**src/fan_pwm_pkg.sv**
```systemverilog
// Package: register map, fields, reset values and timing for the dual fan PWM block
package fan_pwm_pkg;
    // Register indices (printed offsets); byte address is four times the index
    localparam logic [7:0] IDX_RESERVED_A   = 8'h52;
    localparam logic [7:0] IDX_RESERVED_B   = 8'h53;
    localparam logic [7:0] IDX_RESERVED_C   = 8'h54;
    localparam logic [7:0] IDX_RESERVED_D   = 8'h55;
    localparam logic [7:0] IDX_FAN_PWM_CTRL_A = 8'h56;
    localparam logic [7:0] IDX_FAN_PWM_CTRL_B = 8'h57;
    localparam logic [7:0] IDX_FAN_CLOCK_CONFIG = 8'h58;
    localparam int         ADDR_W           = 10;
    // Fan control register fields
    localparam int         FORCE_HIGH_BIT   = 0;
    localparam int         DUTY_LSB         = 1;
    localparam int         DUTY_W           = 6;
    localparam int         CLK_SEL_BIT      = 7;
    // Shared fan clock configuration fields
    localparam int         SRC_SEL_A_BIT    = 0;
    localparam int         SRC_SEL_B_BIT    = 1;
    localparam int         MULT_A_BIT       = 2;
    localparam int         MULT_B_BIT       = 3;
    // Reset values
    localparam logic [7:0] FAN_CTRL_RESET   = 8'h00;
    localparam logic [7:0] FAN_CFG_RESET    = 8'h50;
    // Clock and base PWM step rates (one counter step per tick)
    localparam int         PCLK_HZ          = 25_000_000;
    localparam int         STEP_HZ_SRC0_SEL0 = 1_000_000;
    localparam int         STEP_HZ_SRC0_SEL1 = 500_000;
    localparam int         STEP_HZ_SRC1_SEL0 = 250_000;
    localparam int         STEP_HZ_SRC1_SEL1 = 125_000;
    localparam int         DIV_SRC0_SEL0    = PCLK_HZ / STEP_HZ_SRC0_SEL0;
    localparam int         DIV_SRC0_SEL1    = PCLK_HZ / STEP_HZ_SRC0_SEL1;
    localparam int         DIV_SRC1_SEL0    = PCLK_HZ / STEP_HZ_SRC1_SEL0;
    localparam int         DIV_SRC1_SEL1    = PCLK_HZ / STEP_HZ_SRC1_SEL1;
    localparam int         DIV_W            = 12;
endpackage

```
**src/dual_fan_pwm_control.sv**
```systemverilog
// Dual fan PWM control block with APB register slave
//
// Function
// - Reserved offsets 0x52-0x55 read zero
// - Fan A bit0 forces high, else duty
// - Duty is high steps out of 64
// - Fan A rate from select and source
// - Config bit 2 doubles fan A rate
// - Fan B control behaves like fan A
// - Fan B rate from select and source
// - Config bit 3 doubles fan B rate
// - Multiplier zero keeps rate, one doubles
`timescale 1ns/1ns
module dual_fan_pwm_control #(
    parameter int DIV_W = fan_pwm_pkg::DIV_W
) (
    input  wire logic        pclk,
    input  wire logic        presetn,
    input  wire logic        psel,
    input  wire logic        penable,
    input  wire logic        pwrite,
    input  wire logic [31:0] paddr,
    input  wire logic [31:0] pwdata,
    input  wire logic [3:0]  pstrb,
    output logic [31:0]      prdata,
    output logic             pready,
    output logic             pslverr,
    output logic             fan_pwm_out_a,
    output logic             fan_pwm_out_b
);
    logic [7:0]       fan_pwm_ctrl_a;
    logic [7:0]       fan_pwm_ctrl_b;
    logic [7:0]       fan_clock_config;
    logic [7:0]       index;
    logic             addr_ok;
    logic             known;
    logic             wr_en;
    logic [DIV_W-1:0] div_a;
    logic [DIV_W-1:0] div_b;

    ////////////////////////////////////////////////////////////////////////
    // Address decode: word aligned, index in bits 9:2
    assign index   = paddr[fan_pwm_pkg::ADDR_W-1:2];
    assign addr_ok = (paddr[31:fan_pwm_pkg::ADDR_W] == '0) && (paddr[1:0] == 2'b00);
    assign known   = addr_ok && (index >= fan_pwm_pkg::IDX_RESERVED_A)
                     && (index <= fan_pwm_pkg::IDX_FAN_CLOCK_CONFIG);
    assign wr_en   = psel && penable && pwrite && known && pstrb[0];

    ////////////////////////////////////////////////////////////////////////
    // Fan control registers
    always_ff @(posedge pclk or negedge presetn) begin
        if (!presetn) begin
            fan_pwm_ctrl_a <= fan_pwm_pkg::FAN_CTRL_RESET;
            fan_pwm_ctrl_b <= fan_pwm_pkg::FAN_CTRL_RESET;
        end else if (wr_en) begin
            if (index == fan_pwm_pkg::IDX_FAN_PWM_CTRL_A) begin
                fan_pwm_ctrl_a <= pwdata[7:0];
            end
            if (index == fan_pwm_pkg::IDX_FAN_PWM_CTRL_B) begin
                fan_pwm_ctrl_b <= pwdata[7:0];
            end
        end
    end

    ////////////////////////////////////////////////////////////////////////
    // Shared clock configuration register
    always_ff @(posedge pclk or negedge presetn) begin
        if (!presetn) begin
            fan_clock_config <= fan_pwm_pkg::FAN_CFG_RESET;
        end else if (wr_en && index == fan_pwm_pkg::IDX_FAN_CLOCK_CONFIG) begin
            fan_clock_config <= pwdata[7:0];
        end
    end

    ////////////////////////////////////////////////////////////////////////
    // Read data and response, one wait-free access phase
    always_ff @(posedge pclk or negedge presetn) begin
        if (!presetn) begin
            prdata  <= '0;
            pready  <= 1'b0;
            pslverr <= 1'b0;
        end else if (psel && !penable) begin
            pready  <= 1'b1;
            pslverr <= !known;
            prdata  <= '0;
            if (!pwrite && known) begin
                case (index)
                    fan_pwm_pkg::IDX_FAN_PWM_CTRL_A: begin
                        prdata <= {24'h00_0000, fan_pwm_ctrl_a};
                    end
                    fan_pwm_pkg::IDX_FAN_PWM_CTRL_B: begin
                        prdata <= {24'h00_0000, fan_pwm_ctrl_b};
                    end
                    fan_pwm_pkg::IDX_FAN_CLOCK_CONFIG: begin
                        prdata <= {24'h00_0000, fan_clock_config};
                    end
                    default: begin
                        prdata <= '0;
                    end
                endcase
            end
        end else begin
            pready  <= 1'b0;
            pslverr <= 1'b0;
        end
    end

    ////////////////////////////////////////////////////////////////////////
    // Step divider for one fan from source, select and multiplier
    function automatic logic [DIV_W-1:0] rate_div(input logic src, input logic sel,
                                                  input logic mult);
        logic [DIV_W-1:0] base;
        base = '0;
        case ({src, sel})
            2'b00:   base = DIV_W'(fan_pwm_pkg::DIV_SRC0_SEL0);
            2'b01:   base = DIV_W'(fan_pwm_pkg::DIV_SRC0_SEL1);
            2'b10:   base = DIV_W'(fan_pwm_pkg::DIV_SRC1_SEL0);
            default: base = DIV_W'(fan_pwm_pkg::DIV_SRC1_SEL1);
        endcase
        return mult ? (base >> 1) : base;
    endfunction

    assign div_a = rate_div(fan_clock_config[fan_pwm_pkg::SRC_SEL_A_BIT],
                            fan_pwm_ctrl_a[fan_pwm_pkg::CLK_SEL_BIT],
                            fan_clock_config[fan_pwm_pkg::MULT_A_BIT]);
    assign div_b = rate_div(fan_clock_config[fan_pwm_pkg::SRC_SEL_B_BIT],
                            fan_pwm_ctrl_b[fan_pwm_pkg::CLK_SEL_BIT],
                            fan_clock_config[fan_pwm_pkg::MULT_B_BIT]);

    ////////////////////////////////////////////////////////////////////////
    // Channels
    fan_pwm_channel #(.DIV_W(DIV_W), .DUTY_W(fan_pwm_pkg::DUTY_W)) u_chan_a (
        .pclk       (pclk),
        .presetn    (presetn),
        .force_high (fan_pwm_ctrl_a[fan_pwm_pkg::FORCE_HIGH_BIT]),
        .duty       (fan_pwm_ctrl_a[fan_pwm_pkg::DUTY_LSB +: fan_pwm_pkg::DUTY_W]),
        .step_div   (div_a),
        .pwm_out    (fan_pwm_out_a)
    );

    fan_pwm_channel #(.DIV_W(DIV_W), .DUTY_W(fan_pwm_pkg::DUTY_W)) u_chan_b (
        .pclk       (pclk),
        .presetn    (presetn),
        .force_high (fan_pwm_ctrl_b[fan_pwm_pkg::FORCE_HIGH_BIT]),
        .duty       (fan_pwm_ctrl_b[fan_pwm_pkg::DUTY_LSB +: fan_pwm_pkg::DUTY_W]),
        .step_div   (div_b),
        .pwm_out    (fan_pwm_out_b)
    );
endmodule // dual_fan_pwm_control

```
**src/fan_pwm_channel.sv**
```systemverilog
// One PWM channel: rate divider, 6-bit counter and pin register
`timescale 1ns/1ns
module fan_pwm_channel #(
    parameter int DIV_W  = fan_pwm_pkg::DIV_W,
    parameter int DUTY_W = fan_pwm_pkg::DUTY_W
) (
    input  wire logic              pclk,
    input  wire logic              presetn,
    input  wire logic              force_high,
    input  wire logic [DUTY_W-1:0] duty,
    input  wire logic [DIV_W-1:0]  step_div,
    output logic                   pwm_out
);
    logic [DIV_W-1:0]  div_count;
    logic              step;
    logic [DUTY_W-1:0] phase;

    ////////////////////////////////////////////////////////////////////////
    // Step enable at the selected fan rate
    always_ff @(posedge pclk or negedge presetn) begin
        if (!presetn) begin
            div_count <= '0;
            step      <= 1'b0;
        end else if (div_count >= step_div - 1'b1) begin
            div_count <= '0;
            step      <= 1'b1;
        end else begin
            div_count <= div_count + 1'b1;
            step      <= 1'b0;
        end
    end

    ////////////////////////////////////////////////////////////////////////
    // Free-running phase counter, 64 steps per period
    always_ff @(posedge pclk or negedge presetn) begin
        if (!presetn) begin
            phase <= '0;
        end else if (step) begin
            phase <= phase + 1'b1;
        end
    end

    ////////////////////////////////////////////////////////////////////////
    // Pin: forced high, else high while phase is below duty
    always_ff @(posedge pclk or negedge presetn) begin
        if (!presetn) begin
            pwm_out <= 1'b0;
        end else if (force_high) begin
            pwm_out <= 1'b1;
        end else begin
            pwm_out <= (phase < duty);
        end
    end
endmodule // fan_pwm_channel

```
**config.mk**
```make
export PLATFORM = sky130hd
export DESIGN_NAME = dual_fan_pwm_control
export DESIGN_NICKNAME = d
export VERILOG_FILES = /design/src/fan_pwm_pkg.sv /design/src/dual_fan_pwm_control.sv /design/src/fan_pwm_channel.sv
export SDC_FILE = /design/constraint.sdc
export NUM_CORES = 1
export LEC_CHECK = 0
export ABC_CLOCK_PERIOD_IN_PS = 3600
export BUFFER_PORTS_ARGS = -buffer_cell sky130_fd_sc_hd__buf_2
export CORE_UTILIZATION = 55
export DETAILED_ROUTE_END_ITERATION = 8
export GPL_TIMING_DRIVEN = 1
export PLACE_DENSITY = 0.81
export SLEW_MARGIN = 20
export SYNTH_ARGS = -nofsm -noshare
export SYNTH_HDL_FRONTEND = slang
export SYNTH_HIERARCHICAL = 1
export SYNTH_SLANG_ARGS = --single-unit
```
**constraint.sdc**
```tcl
create_clock -name pclk -period 3.6 [get_ports pclk]
set_input_delay 0.72 -clock pclk [delete_from_list [all_inputs] [get_ports pclk]]
set_output_delay 0.72 -clock pclk [all_outputs]
set_load 0.005 [all_outputs]
```
Yosys cells after proc, flatten, opt, wreduce, memory -nomap -nowiden

Index checks and enable logic that the tools add are counted.

Magnitude comparators: 6
Equality and inequality tests: 7
Multiplexer cells: 14
Reductions and logical operators: 19
$add $sub $neg: 6

Operators by type and width:

| operator                                                                          | count |
|---|---|
| 8-bit case mux with 3 select lines                                                | 3 |
| 12-bit two-way mux                                                                | 4 |
| 12-bit by 1-bit adder with 12-bit output (second input constant)                  | 2 |
| 8-bit by 7-bit equality test with 1-bit output (second input constant)            | 3 |
| 12-bit >= comparator                                                              | 2 |
| 12-bit by 1-bit subtractor with 12-bit output (second input constant)             | 2 |
| 22-bit logical NOT                                                                | 1 |
| 6-bit by 1-bit adder with 6-bit output (second input constant)                    | 2 |
| 6-bit < comparator                                                                | 2 |
| 1-bit logical AND                                                                 | 10 |
| 8-bit by 7-bit >= comparator with 1-bit output (second input constant)            | 1 |
| 8-bit by 7-bit less-or-equal comparator with 1-bit output (second input constant) | 1 |
| 8-bit two-way mux                                                                 | 1 |
| 2-bit logical NOT                                                                 | 3 |
| 1-bit two-way mux                                                                 | 6 |
| 2-bit by 1-bit equality test with 1-bit output (second input constant)            | 2 |
| 2-bit equality test (second input constant)                                       | 2 |
| 2-bit AND reduction                                                               | 2 |
| 1-bit logical NOT                                                                 | 3 |

Logic and storage cells: 66
Bits of input ports: 73
Register bits after elaboration: 98

Depth between registers and ports, before layout

Gate-level depths: netlist (run 1).

Depth in word-level cells: 7
Mapped depth: 17

Cells and area by module

The synthesis (run 1) kept the hierarchy.

By module, submodules not included:

| module                     | area each (um^2) | seq. area each (um^2) | instances | cells an instance |
|---|---|---|---|---|
| dual_fan_pwm_control       | 2130.8           | 853.3                 | 1         | 197 |
| fan_pwm_channel (u_chan_b) | 1405.1           | 500.5                 | 1         | 146 |
| fan_pwm_channel (u_chan_a) | 1398.8           | 500.5                 | 1         | 144 |

Least setup slack after synthesis (run 1)

No wires, ideal clock.

Kind: register to register
From: register fan_clock_config[3]
To: register u_chan_b.div_count[10]
Clock period less this slack: 2.957 ns
Required time: 3.529 ns
Cell stages (with the launch flop): 16
Path buffers: 2
Arrival: 2.886 ns
Slack: 0.643 ns
Path through: dfrtp_1 clkbuf_1 mux2_2 inv_1 ha_1 nand2_1 or4_4 nor4_4 xnor2_1 ha_1 nand2_1 nor2_1 a211oi_1 o21ai_1 buf_2 nor2_1

Cells in the longest elaborated chain, start to end: 4

Ends and longest elaborated chain:

| element                                       | line                        | text |
|---|---|---|
| start: declaration                            | dual_fan_pwm_control.sv:33  | `logic [7:0] fan_clock_config;` |
| start signal: assignment                      | dual_fan_pwm_control.sv:69  | `fan_clock_config <= fan_pwm_pkg::FAN_CFG_RESET;` |
| start signal: assignment                      | dual_fan_pwm_control.sv:71  | `fan_clock_config <= pwdata[7:0];` |
| 12-bit two-way mux                            | dual_fan_pwm_control.sv:120 | `return mult ? (base >> 1) : base;` |
| named net div_b[0]                            | dual_fan_pwm_control.sv:39  | `logic [DIV_W-1:0] div_b;` |
| 12-bit by 1-bit subtractor with 12-bit output | fan_pwm_channel.sv:24       | `end else if (div_count >= step_div - 1'b1) begin` |
| 12-bit >= comparator                          | fan_pwm_channel.sv:24       |  |
| 12-bit two-way mux                            | fan_pwm_channel.sv:24       |  |
| end signal: assignment                        | fan_pwm_channel.sv:28       | `div_count <= div_count + 1'b1;` |
| end: declaration                              | fan_pwm_channel.sv:14       | `logic [DIV_W-1:0] div_count;` |

The timed path passes the listed nets, and every way through them passes these cells.
A chain may end at the register's enable or synchronous reset.

Final worst setup path (run 1)

From: register fan_clock_config[0]
To: register u_chan_a.div_count[2]

Cells in the longest elaborated chain, start to end: 6
Elaborated cells between the ends (all ways): 8

Ends and longest elaborated chain:

| element                                           | line                        | text |
|---|---|---|
| 2-bit equality test, or another cell as far along | dual_fan_pwm_control.sv:114 | `case ({src, sel})` |
| 8-bit case mux with 3 select lines *              | dual_fan_pwm_control.sv:114 |  |
| 12-bit two-way mux *                              | dual_fan_pwm_control.sv:120 |  |
| named net div_a[3]                                | dual_fan_pwm_control.sv:38  | `logic [DIV_W-1:0] div_a;` |
| 12-bit by 1-bit subtractor with 12-bit output *   | fan_pwm_channel.sv:24       |  |
| 12-bit >= comparator *                            | fan_pwm_channel.sv:24       |  |
| 12-bit two-way mux *                              | fan_pwm_channel.sv:24       |  |
| end signal: assignment                            | fan_pwm_channel.sv:28       |  |
| end: declaration                                  | fan_pwm_channel.sv:14       |  |

The timed path passes the listed nets; every way through them passes the cells marked *.

==> results of run 1 <==
-- kinds of logic after synthesis --
| family | share of synthesized area |
|---|---|
| DFF | 0.376 |
| AOI/OAI and AO/OA | 0.0847 |
| buffers and inverters | 0.0644 |
| muxes | 0.0685 |
| other | 0.000760 |
| and+or+nand+nor | 0.190 |
| adders and majority gates | 0.127 |
| xor gates and xnor gates | 0.0887 |
-- stage by stage --
stage               TNS (ps)  cells
finish                     0    682
global route           -28.8    682
CTS                        0    681
detailed placement      -962    665
global placement           0    665
floorplan                  0    528
-- metal layers --
metal / global-route usage / vias to the layer above
li1: - / 1816
met1: 0.261 / 1747
met2: 0.394 / 84
met3: 0.0361 / 19
met4: 0.0792 / 0
met5: 0 / -
-- critical path, delay by kind of cell (launching register included) --
kind | cells | cell delay [ps]
AOI/OAI and AO/OA | 4 | 730
DFF | 1 | 430
buffers and inverters | 2 | 260
adders and majority gates | 2 | 510
and+or+nand+nor | 8 | 1290
xor gates and xnor gates | 1 | 110
-- what timing repair did --
item | 4_1_cts | 5_1_grt
setup endpoints to repair | 13 | 26
gates resized for setup | 1 | 5
endpoints found under the hold margin | 0 | 0
pin swaps | 0 | 1
setup buffers | 0 | 1
-- worst paths after layout --
path	from	endpoint	slack, ps	depth (start not counted)
setup / recovery	fan_clock_config[0]$_DFFE_PN0P_	u_chan_a/div_count[2]$_DFF_PN0_	190	17
hold / removal	presetn	u_chan_b/div_count[9]$_DFF_PN0_	430	1
setup reg to reg	fan_clock_config[0]$_DFFE_PN0P_	u_chan_a/div_count[2]$_DFF_PN0_	190	17
hold reg to reg	u_chan_a/phase[5]$_DFFE_PN0P_	u_chan_a/phase[5]$_DFFE_PN0P_	470	1
max in group asynchronous	presetn	fan_clock_config[6]$_DFFE_PN1P_	2370	2
min in group pclk	u_chan_a/phase[5]$_DFFE_PN0P_	u_chan_a/phase[5]$_DFFE_PN0P_	470	1
-- state kept, by name, indices dropped and copies added (netlist names) --
| signal | flops |
|---|---|
| fan_clock_config | 8 |
| fan_pwm_ctrl_a | 8 |
| fan_pwm_ctrl_b | 8 |
| prdata | 8 |
| pready | 1 |
| pslverr | 1 |
| u_chan_a/div_count | 12 |
| u_chan_a/phase | 6 |
| u_chan_a/pwm_out | 1 |
| u_chan_a/step | 1 |
| u_chan_b/div_count | 12 |
| u_chan_b/phase | 6 |
| u_chan_b/pwm_out | 1 |
| u_chan_b/step | 1 |
-- cell type report --
class	instances	area [um2]
inverters	26	97.6
multi-input cells	395	2940
repair buffers	63	343
flip-flops and latches	74	1860
clock inverters	4	73.8
fillers	665	3120
clock buffers	12	155
well taps	108	135
-- synth_stat cells, drive strengths merged --
cell type,n
and3b,1
nor3b,3
dfrtp,72
o211ai,1
a21oi,14
conb,1
clkbuf,5
xnor2,25
o31ai,2
nand3,12
or3b,1
and4bb,1
and4,2
nor2,48
or2,1
nor4b,3
mux2,30
buf,28
nor4,9
nand4b,1
ha,50
xor2,25
nand2,28
nor2b,7
a22oi,8
a22o,8
and2,1
o2111ai,3
inv,26
or3,3
nand4,14
nand2b,5
a21o,6
o21ai,16
a211oi,5
or4,2
dfstp,2
nor3,14
and3,4
-- report_power, final --
group	switching, mW	internal [mW]	total, mW
Clock	0.303	0.430	0.734
Combinational	0.372	0.355	0.727
Sequential	0.199	0.994	1.19
==> impl_metrics.ini, run 1 <==
[synthesis]
synth.area.top_cells = dfrtp_1 37%, ha_1 13%, mux2_2 6.8%
syn_inst = 487
yosysWarnings = 6
synth_top_area_cell = dfrtp_1
postSynthAreaPerCell_um2 = 10.1
ys_seq_area_frac = 0.376
synth_cell_type_count = 54
synth_top_area_share = 0.365
syn_area_um2 = 4930
synth-seq-cells = 74

[power]
pwr_density_cell_nw_per_um2 = 473
finalPower_mw = 2.65
leakagePower_nw = 2.70
irDropWorstVdd_mv = 0.318

[clock_tree]
cts_num_sinks = 74
htreeDepth = 3
hold_buffers = 0
cts.path.max_buffers = 2
clk_latency_ps = 340
clk_pin_slew_ps = 80
cts_root_buffer = clkbuf_8
cts_inserted_buffers = 9
cts_tree = yes

[route]
vias = 3666
first_iter_violations = 127
wl_met1_um = 4160
dr_wl_met3_um = 292
wl_um = 9710
top_layer = met4
wire_per_inst_um = 14.2
routed-wl-met2_um = 5090
firstDrtPassIters = 6
avgViaCountPerCell = 5.38
ant_nets = 0
route.detailed.drc = 0

[finish]
mostFrequentLayoutCell = dfrtp_1
final_util = 0.643
n_antenna_cell = 0
stdcell_area_um2 = 5600
final_cell_mix = 71 x dfrtp_1, 57 x buf_2, 50 x ha_1
fin_nets = 692
area_delta_synth_final_pct = 13.6
drive_gt1_frac = 0.233

[floorplanning]
boundaryPins = 109
die_x_um = 96.7
rows = 34
core_area_um2 = 8720
start_util = 0.566
die_area_um2 = 9350
fp.dieH_um = 96.7

[global_routing]
antenna_found_initial = 0
grt_start_max_net_pins = 33
overflow = 0
grt_pass1_vias = 3729
grt_use_total = 0.218
grt_pass1_wl_um = 16800

[timing]
finalCritPeriodShare = 0.948
max_clock_freq_mhz = 293
setup_viol = 0
maxSlewViolCount = 0
fin_skew_ps = 10.9
final.min_clock_period_ps = 3410
finalWorstSetupSlack_ps = 187
whs_ps = 426
timing_hold_violations_final = 0
tightest_slew_ps = 876
relSlewSlack = 0.411

[critical_path]
crit_path_start_kind = flip-flop
arrival_ps = 3680
cpMaxStageDelayCell = dfrtp_1
path_cells = inv_1, ha_1, nor2_1, nor2_1, a21o_1, nor2_2, nand4b_1, or3_4, nor3_2, xnor2_1, ha_1, a21oi_1, nor2_1, a211oi_2, o21ai_4, buf_12, nor2_1
worstSetupPathType = reg2reg
end_kind = flip-flop
crit_top_cell = nor2_1
worst-path-max-fanout = 13
worstPathRequired_ps = 3870
max_stage_delay_ps = 430

[placement]
dp_hpwl_um = 7320
routabilityCongestion = 0.859
dpl-instance-area_um2 = 5330
pre_cts_ws_ps = -98.7
io_buffers = 57

[run_status]
status = finished, final reports clean

[hold_path]
hold_class = in2async

[flow_run]
cap_violations = 0
(Power assumes the default switching activity.)
==> inputs of run 2 (changes only) <==
--- a/config.mk
+++ b/config.mk
@@ -5,13 +5,13 @@
 export SDC_FILE = /design/constraint.sdc
 export NUM_CORES = 1
 export LEC_CHECK = 0
-export ABC_CLOCK_PERIOD_IN_PS = 3600
+export ABC_CLOCK_PERIOD_IN_PS = 4400
 export BUFFER_PORTS_ARGS = -buffer_cell sky130_fd_sc_hd__buf_2
-export CORE_UTILIZATION = 55
+export CORE_UTILIZATION = 56
 export DETAILED_ROUTE_END_ITERATION = 8
 export GPL_TIMING_DRIVEN = 1
-export PLACE_DENSITY = 0.81
-export SLEW_MARGIN = 20
+export PLACE_DENSITY = 0.82
+export SLEW_MARGIN = 5
 export SYNTH_ARGS = -nofsm -noshare
 export SYNTH_HDL_FRONTEND = slang
 export SYNTH_HIERARCHICAL = 1
==> constraint.sdc (replaced) <==
create_clock -name pclk -period 4.4 [get_ports pclk]
set_input_delay 0.88 -clock pclk [delete_from_list [all_inputs] [get_ports pclk]]
set_output_delay 0.88 -clock pclk [all_outputs]
set_load 0.005 [all_outputs]
==> impl_metrics.ini, run 2 (synthesis results as in run 1) <==
[timing]
final.min_clock_period_ps = 3550
maxSlewViolCount = 0
tightest_slew_ps = 1070
relSlewSlack = 0.287
whs_ps = 486
grt_setup_unrepaired = no
timing_hold_violations_final = 0
fin_skew_ps = 13.3
finalCritPeriodShare = 0.808
finalWorstSetupSlack_ps = 847
setup_viol = 0
finalSetupTns_ps = 0
max_clock_freq_mhz = 281

[floorplanning]
die_x_um = 95.9
core_area_um2 = 8380
fp.dieH_um = 95.9
rows = 33
die_area_um2 = 9190
boundaryPins = 109
start_util = 0.589

[finish]
final_cell_mix = 72 x dfrtp_1, 57 x buf_2, 50 x ha_1
final_util = 0.654
mostFrequentLayoutCell = dfrtp_1
fin_nets = 688
area_delta_synth_final_pct = 11.1
drive_gt1_frac = 0.223
n_antenna_cell = 0
reg.largest.list = u_chan_a/div_count (12), u_chan_b/div_count (12)

[critical_path]
crit_path_start_kind = flip-flop
end_kind = flip-flop
worst-path-max-fanout = 13
arrival_ps = 3760
worstPathRequired_ps = 4610
worstSetupPathType = reg2reg

[route]
route.detailed.drc = 0
vias = 3681
first_iter_violations = 123
firstDrtPassIters = 5
avgViaCountPerCell = 5.45
wire_per_inst_um = 14.0
ant_nets = 0
wl_um = 9430

[placement]
routabilityCongestion = 0.800
pre_cts_ws_ps = 829
dp_hpwl_um = 7340
io_buffers = 57

[clock_tree]
ctsResizeCount = 0
clk_latency_ps = 360
cts_root_buffer = clkbuf_8
clk_pin_slew_ps = 80
cts_num_sinks = 74
cts.path.max_buffers = 2
cts_inserted_buffers = 9
hold_buffers = 0
cts_tree = yes
post_cts_buffers = 0
htreeDepth = 3

[run_status]
status = finished, final reports clean

[hold_path]
hold_class = reg2reg

[flow_run]
cap_violations = 0

[global_routing]
grt_start_max_net_pins = 43
grt_pass1_wl_um = 16300
grt_pass1_vias = 3713
grt_use_total = 0.229
antenna_found_initial = 0
overflow = 0

[power]
irDropWorstVdd_mv = 0.185
pwr_density_cell_nw_per_um2 = 372
leakagePower_nw = 2.64
run 2: cell count changes in the layout (fill, tap and decap cells not counted), moves of 2 or more:
cell,delta
o21ai_1,+2
inv_6,+3
clkbuf_8,-2
o21ai_4,-2
buf_4,-3
clkinvlp_4,+2
bufinv_16,-2
run 2: per-layer routing:
metal,track usage,vias up,wire length [um]
met1,0.260,1763,4070
met4,0.0896,0,150
met2,0.407,90,4800
li1,-,1810,-
met3,0.0656,18,403
met5,0,-,0
run 2: final cells by class:
type | count | area (um2)
Timing Repair Buffer | 59 | 300
Clock inverter | 7 | 58.8
Sequential cell | 74 | 1850
Multi-Input combinational cell | 395 | 2920
Fill cell | 679 | 2900
Clock buffer | 9 | 124
Tap cell | 105 | 131
Inverter | 26 | 97.6
run 2: stage by stage:
| stage | instances | cell area (um2) | power [mW] |
|---|---|---|---|
| detailed placement | 659 | 5300 | 1.55 |
| finish | 675 | 5480 | 2.04 |
| CTS | 675 | 5480 | 2.06 |
| global route | 675 | 5480 | 2.20 |
| global placement | 659 | 5300 | 1.50 |
| floorplan | 528 | 5090 | 1.38 |
run 2: power by group:
| part | leakage (nW) | internal, mW | switching (mW) | total, mW |
|---|---|---|---|---|
| combinational | 1.56 | 0.278 | 0.285 | 0.564 |
| clock | 0.0872 | 0.213 | 0.286 | 0.499 |
| sequential | 0.986 | 0.813 | 0.165 | 0.977 |
run 2: worst paths after layout:
| path | start | slack, ps | endpoint | cells past startpoint |
|---|---|---|---|---|
| worst max-delay path | fan_pwm_ctrl_a[7]$_DFFE_PN0P_ | 850 | u_chan_a/div_count[4]$_DFF_PN0_ | 15 |
| min in group asynchronous | presetn | 560 | u_chan_b/phase[5]$_DFFE_PN0P_ | 1 |
| worst min-delay path | u_chan_b/div_count[0]$_DFF_PN0_ | 490 | u_chan_b/div_count[0]$_DFF_PN0_ | 1 |
| worst max register to register | fan_pwm_ctrl_a[7]$_DFFE_PN0P_ | 850 | u_chan_a/div_count[4]$_DFF_PN0_ | 15 |
| worst min register to register | u_chan_b/div_count[0]$_DFF_PN0_ | 490 | u_chan_b/div_count[0]$_DFF_PN0_ | 1 |
| max in group asynchronous | presetn | 2810 | fan_pwm_ctrl_a[0]$_DFFE_PN0P_ | 2 |
run 2: worst max-delay path: stages (launching register included):
cell and delay [ps]:
dfrtp_1 450, inv_1 90, ha_1 210, nor2_1 130, nor2_1 50, a21o_1 220
nor2_2 130, nand4b_1 160, or3_4 390, xor2_1 160, ha_1 320, nand2_1 70
nor3_1 120, a21oi_1 90, o21ai_1 680, nor2_1 140
==> inputs of run 3 (changes only) <==
--- a/config.mk
+++ b/config.mk
@@ -5,12 +5,13 @@
 export SDC_FILE = /design/constraint.sdc
 export NUM_CORES = 1
 export LEC_CHECK = 0
-export ABC_CLOCK_PERIOD_IN_PS = 4400
+export ABC_AREA = 1
+export ABC_CLOCK_PERIOD_IN_PS = 3330
 export BUFFER_PORTS_ARGS = -buffer_cell sky130_fd_sc_hd__buf_2
 export CORE_UTILIZATION = 56
 export DETAILED_ROUTE_END_ITERATION = 8
 export GPL_TIMING_DRIVEN = 1
-export PLACE_DENSITY = 0.82
+export PLACE_DENSITY = 0.81
 export SLEW_MARGIN = 5
 export SYNTH_ARGS = -nofsm -noshare
 export SYNTH_HDL_FRONTEND = slang
==> constraint.sdc (replaced) <==
create_clock -name pclk -period 3.33 [get_ports pclk]
set_input_delay 0.666 -clock pclk [delete_from_list [all_inputs] [get_ports pclk]]
set_output_delay 0.666 -clock pclk [all_outputs]
set_load 0.005 [all_outputs]
==> impl_metrics.ini, run 3 <==
[global_routing]
overflow = 0
antenna_found_initial = 0
grt_use_total = 0.226
grt_start_max_net_pins = 75
grt_pass1_vias = 4268
grt_pass1_wl_um = 18300

[finish]
drive_gt1_frac = 0.138
area_delta_synth_final_pct = 10.2
final_cell_mix = 194 x nand2_1, 98 x nor2_1, 72 x inv_1
mostFrequentLayoutCell = nand2_1
stdcell_area_um2 = 6000
n_antenna_cell = 0
final_util = 0.643
reg.largest.list = u_chan_a/div_count (12), u_chan_b/div_count (12)
fin_nets = 907

[critical_path]
worstSetupPathType = reg2reg
end_kind = flip-flop
worst-path-max-fanout = 13
arrival_ps = 3130
crit_path_start_kind = flip-flop
worstPathRequired_ps = 3570

[timing]
finalCritPeriodShare = 0.869
setup_viol = 0
maxSlewViolCount = 0
final.min_clock_period_ps = 2890
grt_setup_unrepaired = no
finalSetupTns_ps = 0
relSlewSlack = 0.381
max_clock_freq_mhz = 346
timing_hold_violations_final = 0
tightest_slew_ps = 929
fin_skew_ps = 11.5

[route]
route.detailed.drc = 0
wl_um = 10400
avgViaCountPerCell = 5.06
routed-wl-met2_um = 5180
ant_nets = 0
dr_wl_met3_um = 527
wl_met1_um = 4510
firstDrtPassIters = 5
top_layer = met4
vias = 4649
first_iter_violations = 157
wire_per_inst_um = 11.4

[placement]
dpl-instance-area_um2 = 5780
io_buffers = 57
dp_hpwl_um = 7930
routabilityCongestion = 0.893

[clock_tree]
cts_root_buffer = clkbuf_8
cts.path.max_buffers = 2
cts_inserted_buffers = 9
htreeDepth = 3
cts_num_sinks = 74
cts_tree = yes
clk_latency_ps = 360
clk_pin_slew_ps = 90

[synthesis]
yosysWarnings = 6
syn_area_um2 = 5440
synth.area.top_cells = dfrtp_1 33%, nand2_1 13%, ha_1 11%
synthArstFlopShare = 1.00
postSynthAreaPerCell_um2 = 7.64
synth_top_area_cell = dfrtp_1
synth_top_area_share = 0.331
synth_ff_type = dfrtp_1
ys_seq_area_frac = 0.341
synth-edff-count = 0
synth_cell_type_count = 32
synth-seq-cells = 74
syn_inst = 712
post-synth-top-count-cell = nand2_1
yosys-top-cells-count = 194 x nand2_1, 98 x nor2_1, 72 x dfrtp_1, 72 x inv_1, 50 x ha_1

[power]
leakagePower_nw = 3.21
pwr_density_cell_nw_per_um2 = 422
irDropWorstVdd_mv = 0.244

[floorplanning]
start_util = 0.583
rows = 35
boundaryPins = 109
die_x_um = 101
die_area_um2 = 10100
core_area_um2 = 9330
fp.dieH_um = 101

[run_status]
status = finished, final reports clean

[flow_run]
cap_violations = 0

[hold_path]
hold_class = in2async
run 3: cells by family after synthesis:
family                     count (synthesis)  share of synthesized area
AOI/OAI and AO/OA                         35                     0.0375
xor gates and xnor gates                  44                     0.0708
adders and majority gates                 50                      0.115
buffers and inverters                    113                      0.103
DFF                                       74                      0.341
muxes                                      2                    0.00414
other                                      1                   0.000689
and+or+nand+nor                          393                      0.329
run 3: power by group:
| group | switching (mW) | internal [mW] |
|---|---|---|
| Combinational | 0.342 | 0.284 |
| Sequential | 0.145 | 1.03 |
| Clock | 0.378 | 0.359 |
run 3: per-stage QoR:
| stage | std cells | hold slack, ps | worst slack (ps) | power, mW |
|---|---|---|---|---|
| 2_1_floorplan | 753 | 370 | 733 | 1.66 |
| 3_3_place_gp | 902 | 454 | 506 | 1.77 |
| 3_5_place_dp | 902 | 452 | 351 | 1.81 |
| 4_1_cts | 918 | 466 | 330 | 2.56 |
| 5_1_grt | 918 | 487 | 13.2 | 2.72 |
| 6_report | 918 | 415 | 436 | 2.53 |
run 3: per-layer routing:
layer	GRT usage	vias to the layer above
met1	0.286	2120
met2	0.389	163
li1	-	2346
met3	0.0312	20
met5	0	-
met4	0.0925	0
run 3: layout make-up:
type,instances,area [um2]
fill,794,3330
clock inverter,7,85.1
sequential,74,1860
inverter,75,282
tap,129,161
multi-input combinational,566,3190
clock buffer,9,124
timing repair buffer,58,295
run 3: worst paths after layout:
| check | startpoint | end | slack [ps] | cells after the start |
|---|---|---|---|---|
| worst max-delay path | fan_pwm_ctrl_b[7]$_DFFE_PN0P_ | u_chan_b/div_count[1]$_DFF_PN0_ | 440 | 17 |
| worst min-delay path | presetn | u_chan_b/div_count[7]$_DFF_PN0_ | 410 | 1 |
| worst max register to register | fan_pwm_ctrl_b[7]$_DFFE_PN0P_ | u_chan_b/div_count[1]$_DFF_PN0_ | 440 | 17 |
| worst min register to register | fan_clock_config[6]$_DFFE_PN1P_ | fan_clock_config[6]$_DFFE_PN1P_ | 470 | 2 |
| max in group asynchronous | presetn | fan_pwm_ctrl_b[7]$_DFFE_PN0P_ | 2220 | 1 |
| min in group pclk | fan_clock_config[6]$_DFFE_PN1P_ | fan_clock_config[6]$_DFFE_PN1P_ | 470 | 2 |
run 3: worst max-delay path, stage by stage, from the launching register on:
cell and delay (ps):
dfrtp_2 420, inv_1 80, ha_1 210, o21ai_0 210, o21ai_0 200, nor2_1 180
nand2_1 90, nor2_1 160, nand2_1 80, xor2_1 150, ha_1 300, nand2_1 70
nor2_1 140, nand2_1 90, nor2_1 90, nand2_1 100, nand2_4 160, nor2_1 60
run 3: repair_timing:
item / 4_1_cts / 5_1_grt
setup endpoints to repair: 0 / 26
resized for setup: 0 / 5
setup buffers: 0 / 0
hold buffers: 0 / 0
